### src/pllcs_pkg.sv
`default_nettype none
package pllcs_pkg;
	// Register port widths
	localparam int ADDR_W = 8;
	localparam int DATA_W = 8;
	localparam int DIV_W  = 11;
	localparam int HI_W   = 3;

	// Register offsets
	localparam logic [7:0] ADDR_DIV_LO = 8'h5c;
	localparam logic [7:0] ADDR_DIV_HI = 8'h5d;
	localparam logic [7:0] ADDR_CTL0   = 8'h5e;
	localparam logic [7:0] ADDR_CTL1   = 8'h5f;

	// Reset values and divider minimum
	localparam logic [7:0]  DIV_LO_RST = 8'h02;
	localparam logic [2:0]  DIV_HI_RST = 3'h0;
	localparam logic [7:0]  CTL0_RST   = 8'h00;
	localparam logic [10:0] DIV_MIN    = 11'h002;

	// Control register zero fields
	localparam int CP_LSB  = 6;
	localparam int LDS_LSB = 2;
	localparam int SRC_LSB = 0;

	// Control register one bits
	localparam int C1_LOCK_ST = 5;
	localparam int C1_ST_LOCK = 4;
	localparam int C1_ST_UNLK = 3;
	localparam int C1_EN_LOCK = 2;
	localparam int C1_EN_UNLK = 1;
	localparam int C1_ENABLE  = 0;

	// Clock source codes
	localparam logic [1:0] SRC_CRYSTAL_REFERENCE = 2'h0;
	localparam logic [1:0] SRC_LOOP = 2'h1;
	localparam logic [1:0] SRC_RTC  = 2'h2;
	localparam logic [1:0] SRC_KEEP = 2'h3;

	// Lock criteria timing
	localparam int CLK_PERIOD_NS = 20;
	localparam int WIN_SHORT_NS  = 20;
	localparam int WIN_LONG_NS   = 400;
	localparam int WIN_SHORT_CYC = (WIN_SHORT_NS / CLK_PERIOD_NS < 1) ? 1 :
		WIN_SHORT_NS / CLK_PERIOD_NS;
	localparam int WIN_LONG_CYC  = (WIN_LONG_NS / CLK_PERIOD_NS < 1) ? 1 :
		WIN_LONG_NS / CLK_PERIOD_NS;
	localparam int RUN_FEW       = 8;
	localparam int RUN_MANY      = 16;
	localparam int ERR_W         = 6;
	localparam int RUN_W         = 5;

	typedef enum logic [1:0] {LD_IDLE, LD_HUNT, LD_LOCKED} pllcs_lock_t;
endpackage : pllcs_pkg
`default_nettype wire

### src/pllcs_pfd_if.sv
`timescale 1ns/100ps
`default_nettype none
interface pllcs_pfd_if;
	logic       refFall;
	logic       fbFall;
	logic       loopOn;
	logic [1:0] lockSel;
	logic       pumpUp;
	logic       pumpDown;
	logic       lockRaw;

	modport top (output refFall, output fbFall, output loopOn, output lockSel,
		input pumpUp, input pumpDown, input lockRaw);
	modport sub (input refFall, input fbFall, input loopOn, input lockSel,
		output pumpUp, output pumpDown, output lockRaw);
endinterface : pllcs_pfd_if
`default_nettype wire

### src/pllcs_pfd_lock.sv
`timescale 1ns/100ps
`default_nettype none
module pllcs_pfd_lock
	import pllcs_pkg::*;
(
	input  wire logic mclk,
	input  wire logic rst,
	pllcs_pfd_if.sub  pfd
);
	////////////////////////////////////////////////////////////////////////
	// Phase comparator
	logic              upReg;
	logic              downReg;
	logic              upNext;
	logic              downNext;
	wire               upSeen   = upReg | pfd.refFall;
	wire               downSeen = downReg | pfd.fbFall;
	wire               bothSeen = upSeen & downSeen;

	assign upNext   = pfd.loopOn & upSeen & ~bothSeen;
	assign downNext = pfd.loopOn & downSeen & ~bothSeen;

	always_ff @(posedge mclk or posedge rst) begin
		if (rst) begin
			upReg   <= 1'b0;
			downReg <= 1'b0;
		end else begin
			upReg   <= upNext;
			downReg <= downNext;
		end
	end

	assign pfd.pumpUp   = upReg;
	assign pfd.pumpDown = downReg;

	////////////////////////////////////////////////////////////////////////
	// Lock detector
	logic [ERR_W-1:0] errCnt_reg;
	logic [RUN_W-1:0] runCnt_reg;
	pllcs_lock_t      state_reg;
	wire  [ERR_W-1:0] winCyc  = pfd.lockSel[1] ? ERR_W'(WIN_LONG_CYC) : ERR_W'(WIN_SHORT_CYC);
	wire  [RUN_W-1:0] runNeed = pfd.lockSel[0] ? RUN_W'(RUN_MANY) : RUN_W'(RUN_FEW);
	wire              errBad  = errCnt_reg >= winCyc;
	wire              goodCmp = bothSeen & ~errBad;
	wire  [RUN_W-1:0] runInc  = runCnt_reg + RUN_W'(1);

	always_ff @(posedge mclk or posedge rst) begin
		if (rst) begin
			errCnt_reg <= '0;
		end else if (!pfd.loopOn || bothSeen) begin
			errCnt_reg <= '0;
		end else if ((upSeen || downSeen) && !errBad) begin
			errCnt_reg <= errCnt_reg + ERR_W'(1);
		end
	end

	always_ff @(posedge mclk or posedge rst) begin
		if (rst) begin
			runCnt_reg <= '0;
			state_reg  <= LD_IDLE;
		end else begin
			case (state_reg)
				LD_IDLE: begin
					runCnt_reg <= '0;
					if (pfd.loopOn) state_reg <= LD_HUNT;
				end
				LD_HUNT: begin
					if (!pfd.loopOn) begin
						state_reg <= LD_IDLE;
					end else if (errBad) begin
						runCnt_reg <= '0;
					end else if (goodCmp) begin
						runCnt_reg <= runInc;
						if (runInc >= runNeed) state_reg <= LD_LOCKED;
					end
				end
				LD_LOCKED: begin
					if (!pfd.loopOn) begin
						state_reg <= LD_IDLE;
					end else if (errBad) begin
						runCnt_reg <= '0;
						state_reg  <= LD_HUNT;
					end
				end
				default: state_reg <= LD_IDLE;
			endcase
		end
	end

	assign pfd.lockRaw = (state_reg == LD_LOCKED);
endmodule : pllcs_pfd_lock
`default_nettype wire

### src/pllcs_clock_ctrl.sv
// Behaviour
// - System clock equals reference times N
// - Comparator drives up/down from falling edges
// - Two-bit field picks four pump currents
// - Downcounter on oscillator divides by N
// - Loop source used only while locked
// - Lock after consecutive in-window reference cycles
// - Lock output high, can interrupt
// - Reset: loop off, crystal clocks system
// - High-byte write loads divider, minimum two
// - Criteria: 8/16 cycles, 20/400 ns
// - Source codes 00,01,10; 11 keeps
// - Sticky lock-gained/lost flags, separate enables
//
// The register offsets and the address-and-strobe port were chosen for this implementation.
`timescale 1ns/100ps
`default_nettype none
module pllcs_clock_ctrl
	import pllcs_pkg::*;
(
	input  wire logic              mclk,
	input  wire logic              rst,
	input  wire logic              refIn,
	input  wire logic              vcoIn,
	input  wire logic              rtcIn,
	input  wire logic [ADDR_W-1:0] addr,
	input  wire logic [DATA_W-1:0] wrData,
	input  wire logic              wrStb,
	input  wire logic              rdStb,
	output logic      [DATA_W-1:0] rdData,
	output logic                   sysClkOut,
	output logic      [1:0]        activeSource,
	output logic      [1:0]        pumpCurrent,
	output logic                   pumpUp,
	output logic                   pumpDown,
	output logic                   loopEnable,
	output logic                   lockOut,
	output logic                   irq
);
	////////////////////////////////////////////////////////////////////////
	// Address decode
	wire selLo   = addr == ADDR_DIV_LO;
	wire selHi   = addr == ADDR_DIV_HI;
	wire selC0   = addr == ADDR_CTL0;
	wire selC1   = addr == ADDR_CTL1;
	wire wrLo    = wrStb & selLo;
	wire wrHi    = wrStb & selHi;
	wire wrC0    = wrStb & selC0;
	wire wrC1    = wrStb & selC1;
	wire rdC1    = rdStb & selC1;

	////////////////////////////////////////////////////////////////////////
	// Control registers
	logic [7:0]       divLo_reg;
	logic [DIV_W-1:0] divN_reg;
	logic [1:0]       cp_reg;
	logic [1:0]       lds_reg;
	logic [1:0]       srcReq_reg;
	logic             enLock_reg;
	logic             enUnlk_reg;
	logic             loopOn_reg;
	wire  [DIV_W-1:0] divRaw   = {wrData[HI_W-1:0], divLo_reg};
	wire  [DIV_W-1:0] divNext  = (divRaw < DIV_MIN) ? DIV_MIN : divRaw;
	wire              cfgOpen  = ~loopOn_reg;
	wire  [1:0]       srcWr    = wrData[SRC_LSB+1:SRC_LSB];

	always_ff @(posedge mclk or posedge rst) begin
		if (rst) begin
			divLo_reg <= DIV_LO_RST;
			divN_reg  <= {DIV_HI_RST, DIV_LO_RST};
		end else if (cfgOpen) begin
			if (wrLo) divLo_reg <= wrData;
			if (wrHi) divN_reg <= divNext;
		end
	end

	always_ff @(posedge mclk or posedge rst) begin
		if (rst) begin
			cp_reg     <= CTL0_RST[CP_LSB+1:CP_LSB];
			lds_reg    <= CTL0_RST[LDS_LSB+1:LDS_LSB];
			srcReq_reg <= SRC_CRYSTAL_REFERENCE;
		end else if (wrC0) begin
			if (cfgOpen) begin
				cp_reg  <= wrData[CP_LSB+1:CP_LSB];
				lds_reg <= wrData[LDS_LSB+1:LDS_LSB];
			end
			if (srcWr != SRC_KEEP) srcReq_reg <= srcWr;
		end
	end

	always_ff @(posedge mclk or posedge rst) begin
		if (rst) begin
			enLock_reg <= 1'b0;
			enUnlk_reg <= 1'b0;
			loopOn_reg <= 1'b0;
		end else if (wrC1) begin
			enLock_reg <= wrData[C1_EN_LOCK];
			enUnlk_reg <= wrData[C1_EN_UNLK];
			loopOn_reg <= wrData[C1_ENABLE];
		end
	end

	////////////////////////////////////////////////////////////////////////
	// Input edge detection
	logic refPrev_reg;
	logic vcoPrev_reg;
	wire  refFall = refPrev_reg & ~refIn;
	wire  vcoRise = ~vcoPrev_reg & vcoIn;

	always_ff @(posedge mclk or posedge rst) begin
		if (rst) begin
			refPrev_reg <= 1'b0;
			vcoPrev_reg <= 1'b0;
		end else begin
			refPrev_reg <= refIn;
			vcoPrev_reg <= vcoIn;
		end
	end

	////////////////////////////////////////////////////////////////////////
	// Feedback downcounter
	logic [DIV_W-1:0] divCnt_reg;
	logic             fb_reg;
	logic             fbPrev_reg;
	wire              cntLast = divCnt_reg <= DIV_W'(1);
	wire              fbHigh  = divCnt_reg > (divN_reg >> 1);
	wire              fbFall  = fbPrev_reg & ~fb_reg;

	always_ff @(posedge mclk or posedge rst) begin
		if (rst) begin
			divCnt_reg <= {DIV_HI_RST, DIV_LO_RST};
		end else if (!loopOn_reg) begin
			divCnt_reg <= divN_reg;
		end else if (vcoRise) begin
			divCnt_reg <= cntLast ? divN_reg : divCnt_reg - DIV_W'(1);
		end
	end

	always_ff @(posedge mclk or posedge rst) begin
		if (rst) begin
			fb_reg     <= 1'b0;
			fbPrev_reg <= 1'b0;
		end else begin
			fb_reg     <= loopOn_reg & fbHigh;
			fbPrev_reg <= fb_reg;
		end
	end

	////////////////////////////////////////////////////////////////////////
	// Phase comparator and lock detector
	pllcs_pfd_if pfdBus ();

	assign pfdBus.refFall = refFall;
	assign pfdBus.fbFall  = fbFall;
	assign pfdBus.loopOn  = loopOn_reg;
	assign pfdBus.lockSel = lds_reg;

	pllcs_pfd_lock uPfdLock (
		.mclk (mclk),
		.rst  (rst),
		.pfd  (pfdBus.sub)
	);

	////////////////////////////////////////////////////////////////////////
	// Lock synchroniser and edge flags
	logic lockMeta_reg;
	logic lockSync_reg;
	logic lockPrev_reg;
	logic stLock_reg;
	logic stUnlk_reg;
	wire  lockRise = lockSync_reg & ~lockPrev_reg;
	wire  lockFell = ~lockSync_reg & lockPrev_reg;
	wire  clrLock  = rdC1 | (wrC1 & wrData[C1_ST_LOCK]);
	wire  clrUnlk  = rdC1 | (wrC1 & wrData[C1_ST_UNLK]);

	always_ff @(posedge mclk or posedge rst) begin
		if (rst) begin
			lockMeta_reg <= 1'b0;
			lockSync_reg <= 1'b0;
			lockPrev_reg <= 1'b0;
		end else begin
			lockMeta_reg <= pfdBus.lockRaw;
			lockSync_reg <= lockMeta_reg;
			lockPrev_reg <= lockSync_reg;
		end
	end

	always_ff @(posedge mclk or posedge rst) begin
		if (rst) begin
			stLock_reg <= 1'b0;
			stUnlk_reg <= 1'b0;
		end else begin
			stLock_reg <= lockRise | (stLock_reg & ~clrLock);
			stUnlk_reg <= lockFell | (stUnlk_reg & ~clrUnlk);
		end
	end

	////////////////////////////////////////////////////////////////////////
	// Clock source switching
	logic [1:0] src_reg;
	logic       sysClk_reg;
	wire        loopOk    = loopOn_reg & lockSync_reg;
	wire  [1:0] srcWant   = (srcReq_reg == SRC_LOOP && !loopOk) ? SRC_CRYSTAL_REFERENCE : srcReq_reg;
	wire        wantLevel = (srcWant == SRC_LOOP) ? vcoIn :
		(srcWant == SRC_RTC) ? rtcIn : refIn;
	wire        curLevel  = (src_reg == SRC_LOOP) ? vcoIn :
		(src_reg == SRC_RTC) ? rtcIn : refIn;
	wire        swapOk    = ~sysClk_reg & ~wantLevel;
	wire        lostLoop  = (src_reg == SRC_LOOP) & ~loopOk;
	wire  [1:0] srcNext   = lostLoop ? SRC_CRYSTAL_REFERENCE :
		(srcWant != src_reg && swapOk) ? srcWant : src_reg;

	always_ff @(posedge mclk or posedge rst) begin
		if (rst) begin
			src_reg    <= SRC_CRYSTAL_REFERENCE;
			sysClk_reg <= 1'b0;
		end else begin
			src_reg    <= srcNext;
			sysClk_reg <= curLevel;
		end
	end

	////////////////////////////////////////////////////////////////////////
	// Read data and registered outputs
	wire [7:0] ctl0Rd = {cp_reg, 2'h0, lds_reg, srcReq_reg};
	wire [7:0] ctl1Rd = {2'h0, lockSync_reg, stLock_reg, stUnlk_reg,
		enLock_reg, enUnlk_reg, loopOn_reg};
	wire [7:0] rdMux  = selC0 ? ctl0Rd : selC1 ? ctl1Rd : 8'h00;
	wire       irqNext = (stLock_reg & enLock_reg) | (stUnlk_reg & enUnlk_reg);

	always_ff @(posedge mclk or posedge rst) begin
		if (rst) begin
			rdData <= 8'h00;
		end else if (rdStb) begin
			rdData <= rdMux;
		end else begin
			rdData <= 8'h00;
		end
	end

	always_ff @(posedge mclk or posedge rst) begin
		if (rst) begin
			sysClkOut    <= 1'b0;
			activeSource <= SRC_CRYSTAL_REFERENCE;
			pumpCurrent  <= CTL0_RST[CP_LSB+1:CP_LSB];
			pumpUp       <= 1'b0;
			pumpDown     <= 1'b0;
			loopEnable   <= 1'b0;
			lockOut      <= 1'b0;
			irq          <= 1'b0;
		end else begin
			sysClkOut    <= sysClk_reg;
			activeSource <= src_reg;
			pumpCurrent  <= cp_reg;
			pumpUp       <= pfdBus.pumpUp;
			pumpDown     <= pfdBus.pumpDown;
			loopEnable   <= loopOn_reg;
			lockOut      <= lockSync_reg;
			irq          <= irqNext;
		end
	end
endmodule : pllcs_clock_ctrl
`default_nettype wire

### config.mk
export PLATFORM = sky130hd
export DESIGN_NAME = pllcs_clock_ctrl
export DESIGN_NICKNAME = d
export VERILOG_FILES = /design/src/pllcs_pkg.sv /design/src/pllcs_pfd_if.sv /design/src/pllcs_pfd_lock.sv /design/src/pllcs_clock_ctrl.sv
export SDC_FILE = /design/constraint.sdc
export NUM_CORES = 1
export LEC_CHECK = 0
export ABC_AREA = 0
export BUFFER_PORTS_ARGS = -buffer_cell sky130_fd_sc_hd__buf_2
export CAP_MARGIN = 0
export CORE_MARGIN = 5
export CORE_UTILIZATION = 30
export CTS_CLUSTER_SIZE = 30
export DETAILED_ROUTE_END_ITERATION = 16
export PLACE_DENSITY_LB_ADDON = 0.25
export SYNTH_ARGS = -nofsm -noshare
export SYNTH_HDL_FRONTEND = slang
export SYNTH_SLANG_ARGS = --single-unit
export TNS_END_PERCENT = 10
### constraint.sdc
create_clock -name mclk -period 3.7 [get_ports mclk]
set_clock_uncertainty 0.05 [all_clocks]
set_input_delay 0.74 -clock mclk [delete_from_list [all_inputs] [get_ports mclk]]
set_output_delay 0.74 -clock mclk [all_outputs]
set_load 0.01 [all_outputs]
## After elaboration in Yosys (flattened, before gate mapping)

Index checks and enable logic that the tools add are counted.

| word-level totals | value |
|---|---|
| bits in writable memories | 0 |
| memory bits (read-only) | 0 |
| memories kept | 0 |
| word-level logic and storage cells | 160 |
| register bits | 83 |
| bits in latches | 0 |
| input bits | 23 |
| output and inout port bits | 18 |

| cells by class | value |
|---|---|
| bitwise gates (word level) | 46 |
| eq/ne operators | 23 |
| multiplexer cells | 32 |
| shift-type cells | 0 |
| reduce and logical (&&, ||, !) cells | 18 |
| multipliers | 0 |
| div/mod/pow operators | 0 |
| add/subtract/negate cells | 3 |
| magnitude comparators | 5 |

Operators with widths:

| kind | count |
|---|---|
| 11-bit two-way mux | 4 |
| 5-bit two-way mux | 7 |
| 8-bit by 7-bit equality test with 1-bit output (second input constant) | 4 |
| 1-bit bitwise AND | 26 |
| 2-bit two-way mux | 10 |
| 6-bit two-way mux | 3 |
| 8-bit two-way mux | 2 |
| 5-bit case mux with 3 select lines | 1 |
| 1-bit inverter | 13 |
| 11-bit by 10-bit greater-than comparator with 1-bit output | 1 |
| 11-bit by 1-bit <= comparator with 1-bit output (second input constant) | 1 |
| 11-bit by 2-bit < comparator with 1-bit output (second input constant) | 1 |
| 11-bit by 1-bit subtractor with 11-bit output (second input constant) | 1 |
| 5-bit AND reduction | 2 |
| 3-bit by 2-bit != test with 1-bit output (second input constant) | 3 |
| 2-bit by 1-bit equality test with 1-bit output (second input constant) | 4 |
| 2-bit != test (second input constant) | 4 |
| 2-bit AND reduction | 4 |
| 1-bit OR | 7 |
| 6-bit by 1-bit adder with 6-bit output (second input constant) | 1 |
| 2-bit equality test (second input constant) | 3 |
| 6-bit >= comparator | 1 |
| 2-bit case mux with 3 select lines | 1 |
| 5-bit by 1-bit adder with 5-bit output (second input constant) | 1 |
| other kinds (12) | 22 |

## Longest topological paths before layout

| depth | value |
|---|---|
| word-level depth | 12 |
| depth in mapped cells | 8 |
| depth with buffers taken out | 8 |

## Hierarchy

From an unflattened synthesis, not the netlist that was laid out.

| unflattened totals | value |
|---|---|
| cells, all modules | 389 |
| area total of the unflattened synthesis | 4,252.8 um^2 |

By module, submodules not included:

| module | cells an instance | instances | seq. area each (um^2) | area an instance (um^2) |
|---|---|---|---|---|
| pllcs_clock_ctrl | 287 | 1 | 1,705.4 | 3,278.1 |
| pllcs_pfd_lock | 102 | 1 | 375.4 | 974.7 |

## Least setup slack after synthesis

Ideal clock, no wire load.

| timing path | value |
|---|---|
| path kind | input to register |
| start point | input addr[7] |
| end point | register cp_reg[0] |
| setup time | 0.125 ns |
| path buffers | 0 |
| setup slack | 1.611 ns |
| cell stages on the path | 5 |
| arrival time | 1.915 ns |
| path through | and4bb_2 > nor2b_1 > nand2_1 > nor2_1 > mux2_2 |

| on the way | value |
|---|---|
| word-level cells in the longest chain between the ends | 3 |

RTL lines:

| what | RTL line | source |
|---|---|---|
| from (decl) | pllcs_clock_ctrl.sv:26 | `input wire logic [ADDR_W-1:0] addr,` |
| 8-bit by 7-bit equality test with 1-bit output | pllcs_clock_ctrl.sv:44 | `wire selC0 = addr == ADDR_CTL0;` |
| 1-bit bitwise AND | pllcs_clock_ctrl.sv:48 | `wire wrC0 = wrStb & selC0;` |
| 2-bit AND reduction (no line) | - |  |
| to (signal assigned) | pllcs_clock_ctrl.sv:79 | `cp_reg <= CTL0_RST[CP_LSB+1:CP_LSB];` |
| to (signal assigned) | pllcs_clock_ctrl.sv:84 | `cp_reg <= wrData[CP_LSB+1:CP_LSB];` |
| to (decl) | pllcs_clock_ctrl.sv:56 | `logic [1:0] cp_reg;` |

Every way passes these cells.
A chain may end at the register's enable or synchronous reset.

## Worst setup path after layout

| timing path | value |
|---|---|
| start point | register divCnt_reg[1] |
| end point | register divCnt_reg[0] |

| on the way | value |
|---|---|
| word-level cells in the longest chain between the ends | 4 |

RTL lines:

| what | RTL line | source |
|---|---|---|
| from (decl) | pllcs_clock_ctrl.sv:122 | `logic [DIV_W-1:0] divCnt_reg;` |
| from (signal assigned) | pllcs_clock_ctrl.sv:131 | `divCnt_reg <= {DIV_HI_RST, DIV_LO_RST};` |
| from (signal assigned) | pllcs_clock_ctrl.sv:133 | `divCnt_reg <= divN_reg;` |
| from (signal assigned) | pllcs_clock_ctrl.sv:135 | `divCnt_reg <= cntLast ? divN_reg : divCnt_reg - DIV_W'(1);` |
| 11-bit by 1-bit <= comparator with 1-bit output | pllcs_clock_ctrl.sv:125 | `wire cntLast = divCnt_reg <= DIV_W'(1);` |
| 11-bit two-way mux | pllcs_clock_ctrl.sv:135 |  |
| 11-bit two-way mux | pllcs_clock_ctrl.sv:134 | `end else if (vcoRise) begin` |
| 11-bit two-way mux | pllcs_clock_ctrl.sv:132 | `end else if (!loopOn_reg) begin` |

Every way passes these cells. The select of a mux whose other input is x is not followed.

==> run metrics <==
global-route usage over all layers 11.97%; P&R area growth vs syn 17.24%; max_cap viols 0; CP endpoint divCnt_reg[0]$_DFFE_PP0P_; Congestion Overflow GR 0; Inserted Diodes 0; Num CTS Buffers 9; GPL Wtd Cong about 0.80; Die ar. 16210 µm²; unrepaired setup endpoints after global routing false; top cell type by total area after synthesis dfrtp_1; cell count after synthesis around 380; CP max stage cell a41oi_2; leakage 0.002242 µW; # DRC 0; Mapped Nets 427; R2R depth 7; reg-to-reg startpoint divCnt_reg[1]$_DFFE_PP1P_; drt via density 5.098; Power Density 471.1 nW/µm²; post-route ant nets 0; critical path depth 7; share of layout cells above drive strength 1 between 20% and 30%; chip width 127.3 µm; Mapped Avg Cell Area 10.76 µm²; core footprint 13350 µm²; max frequency 378.1 MHz; largest delay contributor family on the critical path compound AO/OA/AOI/OAI gates; critical path's most frequent cell o21ai_0; fin. max-slew vios 0; Rows 42; initial cell density of the core 30.94%; final net count 472; Worst VDD drop roughly 0.00027 V; Post-synth top cells 80 x dfrtp_1, 33 x inv_1, 32 x nor2_1; CTS sink count 83; Clock transition at path regs approximately 0.070 ns; worst-path cell chain inv_1, ha_1, o21bai_1, a41oi_2, and2b_2, o21ai_0, o21ai_0; Port Buffers 40; met2 wire len 4.284 mm; reg2reg setup slack 1.06 ns; Tightest Hold Check Type flop to flop; sequential-to-total area share from yosys stat 50.38%; Design Area, Final 4842 µm²; CTS root buf clkbuf_16; Critical Path Fanout Max 26; # IOs 41; run status finished, final reports clean; number of synthesized flops with an enable pin 0; slew at the pin closest to its max-slew limit between 1 and 1.5 ns; crit path from divCnt_reg[1]$_DFFE_PP1P_; slew margin rel. 27.62%; number of DRC markers in iteration 0 186; Critical Path RT 3.87 ns; via count 3110; post-layout util 36.28%; DR top layer met4; CP Capture Type flop; CP bufs+invs 1; Worst setup SP type flop; count leader, synth dfrtp_1; Routed WL between 9 and 10 mm; cts repair resizes 0; Netlist cell types 64; H-tree depth 3; # setup viols final 0; vias in the first global route slightly above 3000; number of synthesized register bits 83; crit path DAT 2.81 ns; placed cell areas ~4500 µm²; largest net degree at the start of global routing 31; first-pass GRT wire length 15.54 mm; WL per Instance 15.12 µm; setup bufs post-CTS 0; wire length on met1 4.391 mm; Clock Latency Late Sink 0.34 ns; fraction of registers with async set/reset 100.0%; kind of critical path flop to flop; Fin Setup TNS 0 ns; max incr delay on CP 0.91 ns; Final Hold Fails 0; Warnings, synthesis 0; Post-DP HPWL 6.746 mm; DIE HEIGHT 127.3 µm; Post-Place Setup Slack 1.088 ns; post-synth top area share 48.47%; hold_buf cts 0; Synth Cell Area 4130 µm²; predominant post-synthesis flop cell dfrtp_1; RR Endpoint divCnt_reg[0]$_DFFE_PP0P_; CTS Buffer Depth 2; minimum clock period 2.645 ns; metal3 WL 366 µm; Setup WS post-layout 1.055 ns; fin crit share 71.48%; Synth area leaders dfrtp_1 48%, ha_1 6.1%, mux2_2 5.7%, inv_1 3.0%, nor2_1 2.9%; TritonCTS clock tree done; initial antenna violation count 0; Detailed Routing Iterations Pass 1 4
## per-stage QoR
stage,total power (µW),hold slack (ns),cells
2_1_floorplan,1236,0.2812,384
5_1_grt,2390,0.3106,610
3_5_place_dp,1326,0.2904,594
4_1_cts,2311,0.3014,610
3_3_place_gp,1319,0.2880,594
6_report,2281,0.2992,610
## power breakdown
part	switching [µW]	internal, µW	total, µW
Clock	377	596	973
Sequential	61.4	966	1030
Combinational	156	125	281
## kinds of logic after synthesis
kind of cell / synth area share [%]
mux: 6.695
simple gates: 15.18
fa+ha+maj: 6.059
flops: 50.38
xor+xnor: 1.697
compound gates: 15.63
buf+inv: 4.362
## per-layer routing
metal / vias up / global-route usage (%)
met2: 55 / 18.55
met3: 12 / 3.005
met4: 0 / 4.416
met1: 1561 / 16.21
met5: - / 0
li1: 1482 / -
## area by class of cell
cell class                      count  area (µm²)
Clock inverter                      7       98.84
Tap cell                          176       220.2
Clock buffer                        9       225.2
Inverter                           33       125.1
Sequential cell                    83        2081
Multi-Input combinational cell    259        1869
Fill cell                        1350        8506
Timing Repair Buffer               43       222.7
## placed cells by master (no fill, tap or decap), types with 3 or more instances in the layout
cell type	instances
o22ai_1	5
mux2i_1	4
a21o_1	3
o21ai_0	16
nand2_1	20
a21oi_2	3
ha_1	20
buf_2	40
o211ai_1	5
o31ai_1	3
nand4_1	8
a22o_1	6
o211a_1	3
xnor2_1	6
buf_4	3
nand3_1	10
a22oi_1	3
nor2_1	32
mux2_2	21
a21oi_1	15
dfrtp_1	80
nor4_1	6
clkbuf_16	9
a31oi_1	5
nor3_1	6
o21ai_1	3
inv_1	32
nand2b_1	3
dfstp_2	3
o21bai_1	3
and2_1	4
nor2b_1	6
## worst min path at each step
| stage | cells past startpoint | slack [ns] | from | to |
|---|---|---|---|---|
| floorplan | 0 | 0.28 | lockMeta_reg$_DFF_PP0_ | lockSync_reg$_DFF_PP0_ |
| global placement | 0 | 0.29 | lockMeta_reg$_DFF_PP0_ | lockSync_reg$_DFF_PP0_ |
| detailed placement | 0 | 0.29 | lockMeta_reg$_DFF_PP0_ | lockSync_reg$_DFF_PP0_ |
| CTS | 0 | 0.30 | lockMeta_reg$_DFF_PP0_ | lockSync_reg$_DFF_PP0_ |
| global route | 0 | 0.31 | lockMeta_reg$_DFF_PP0_ | lockSync_reg$_DFF_PP0_ |
| finish | 0 | 0.30 | lockMeta_reg$_DFF_PP0_ | lockSync_reg$_DFF_PP0_ |
No activity file was read; power rests on OpenSTA's default activity.
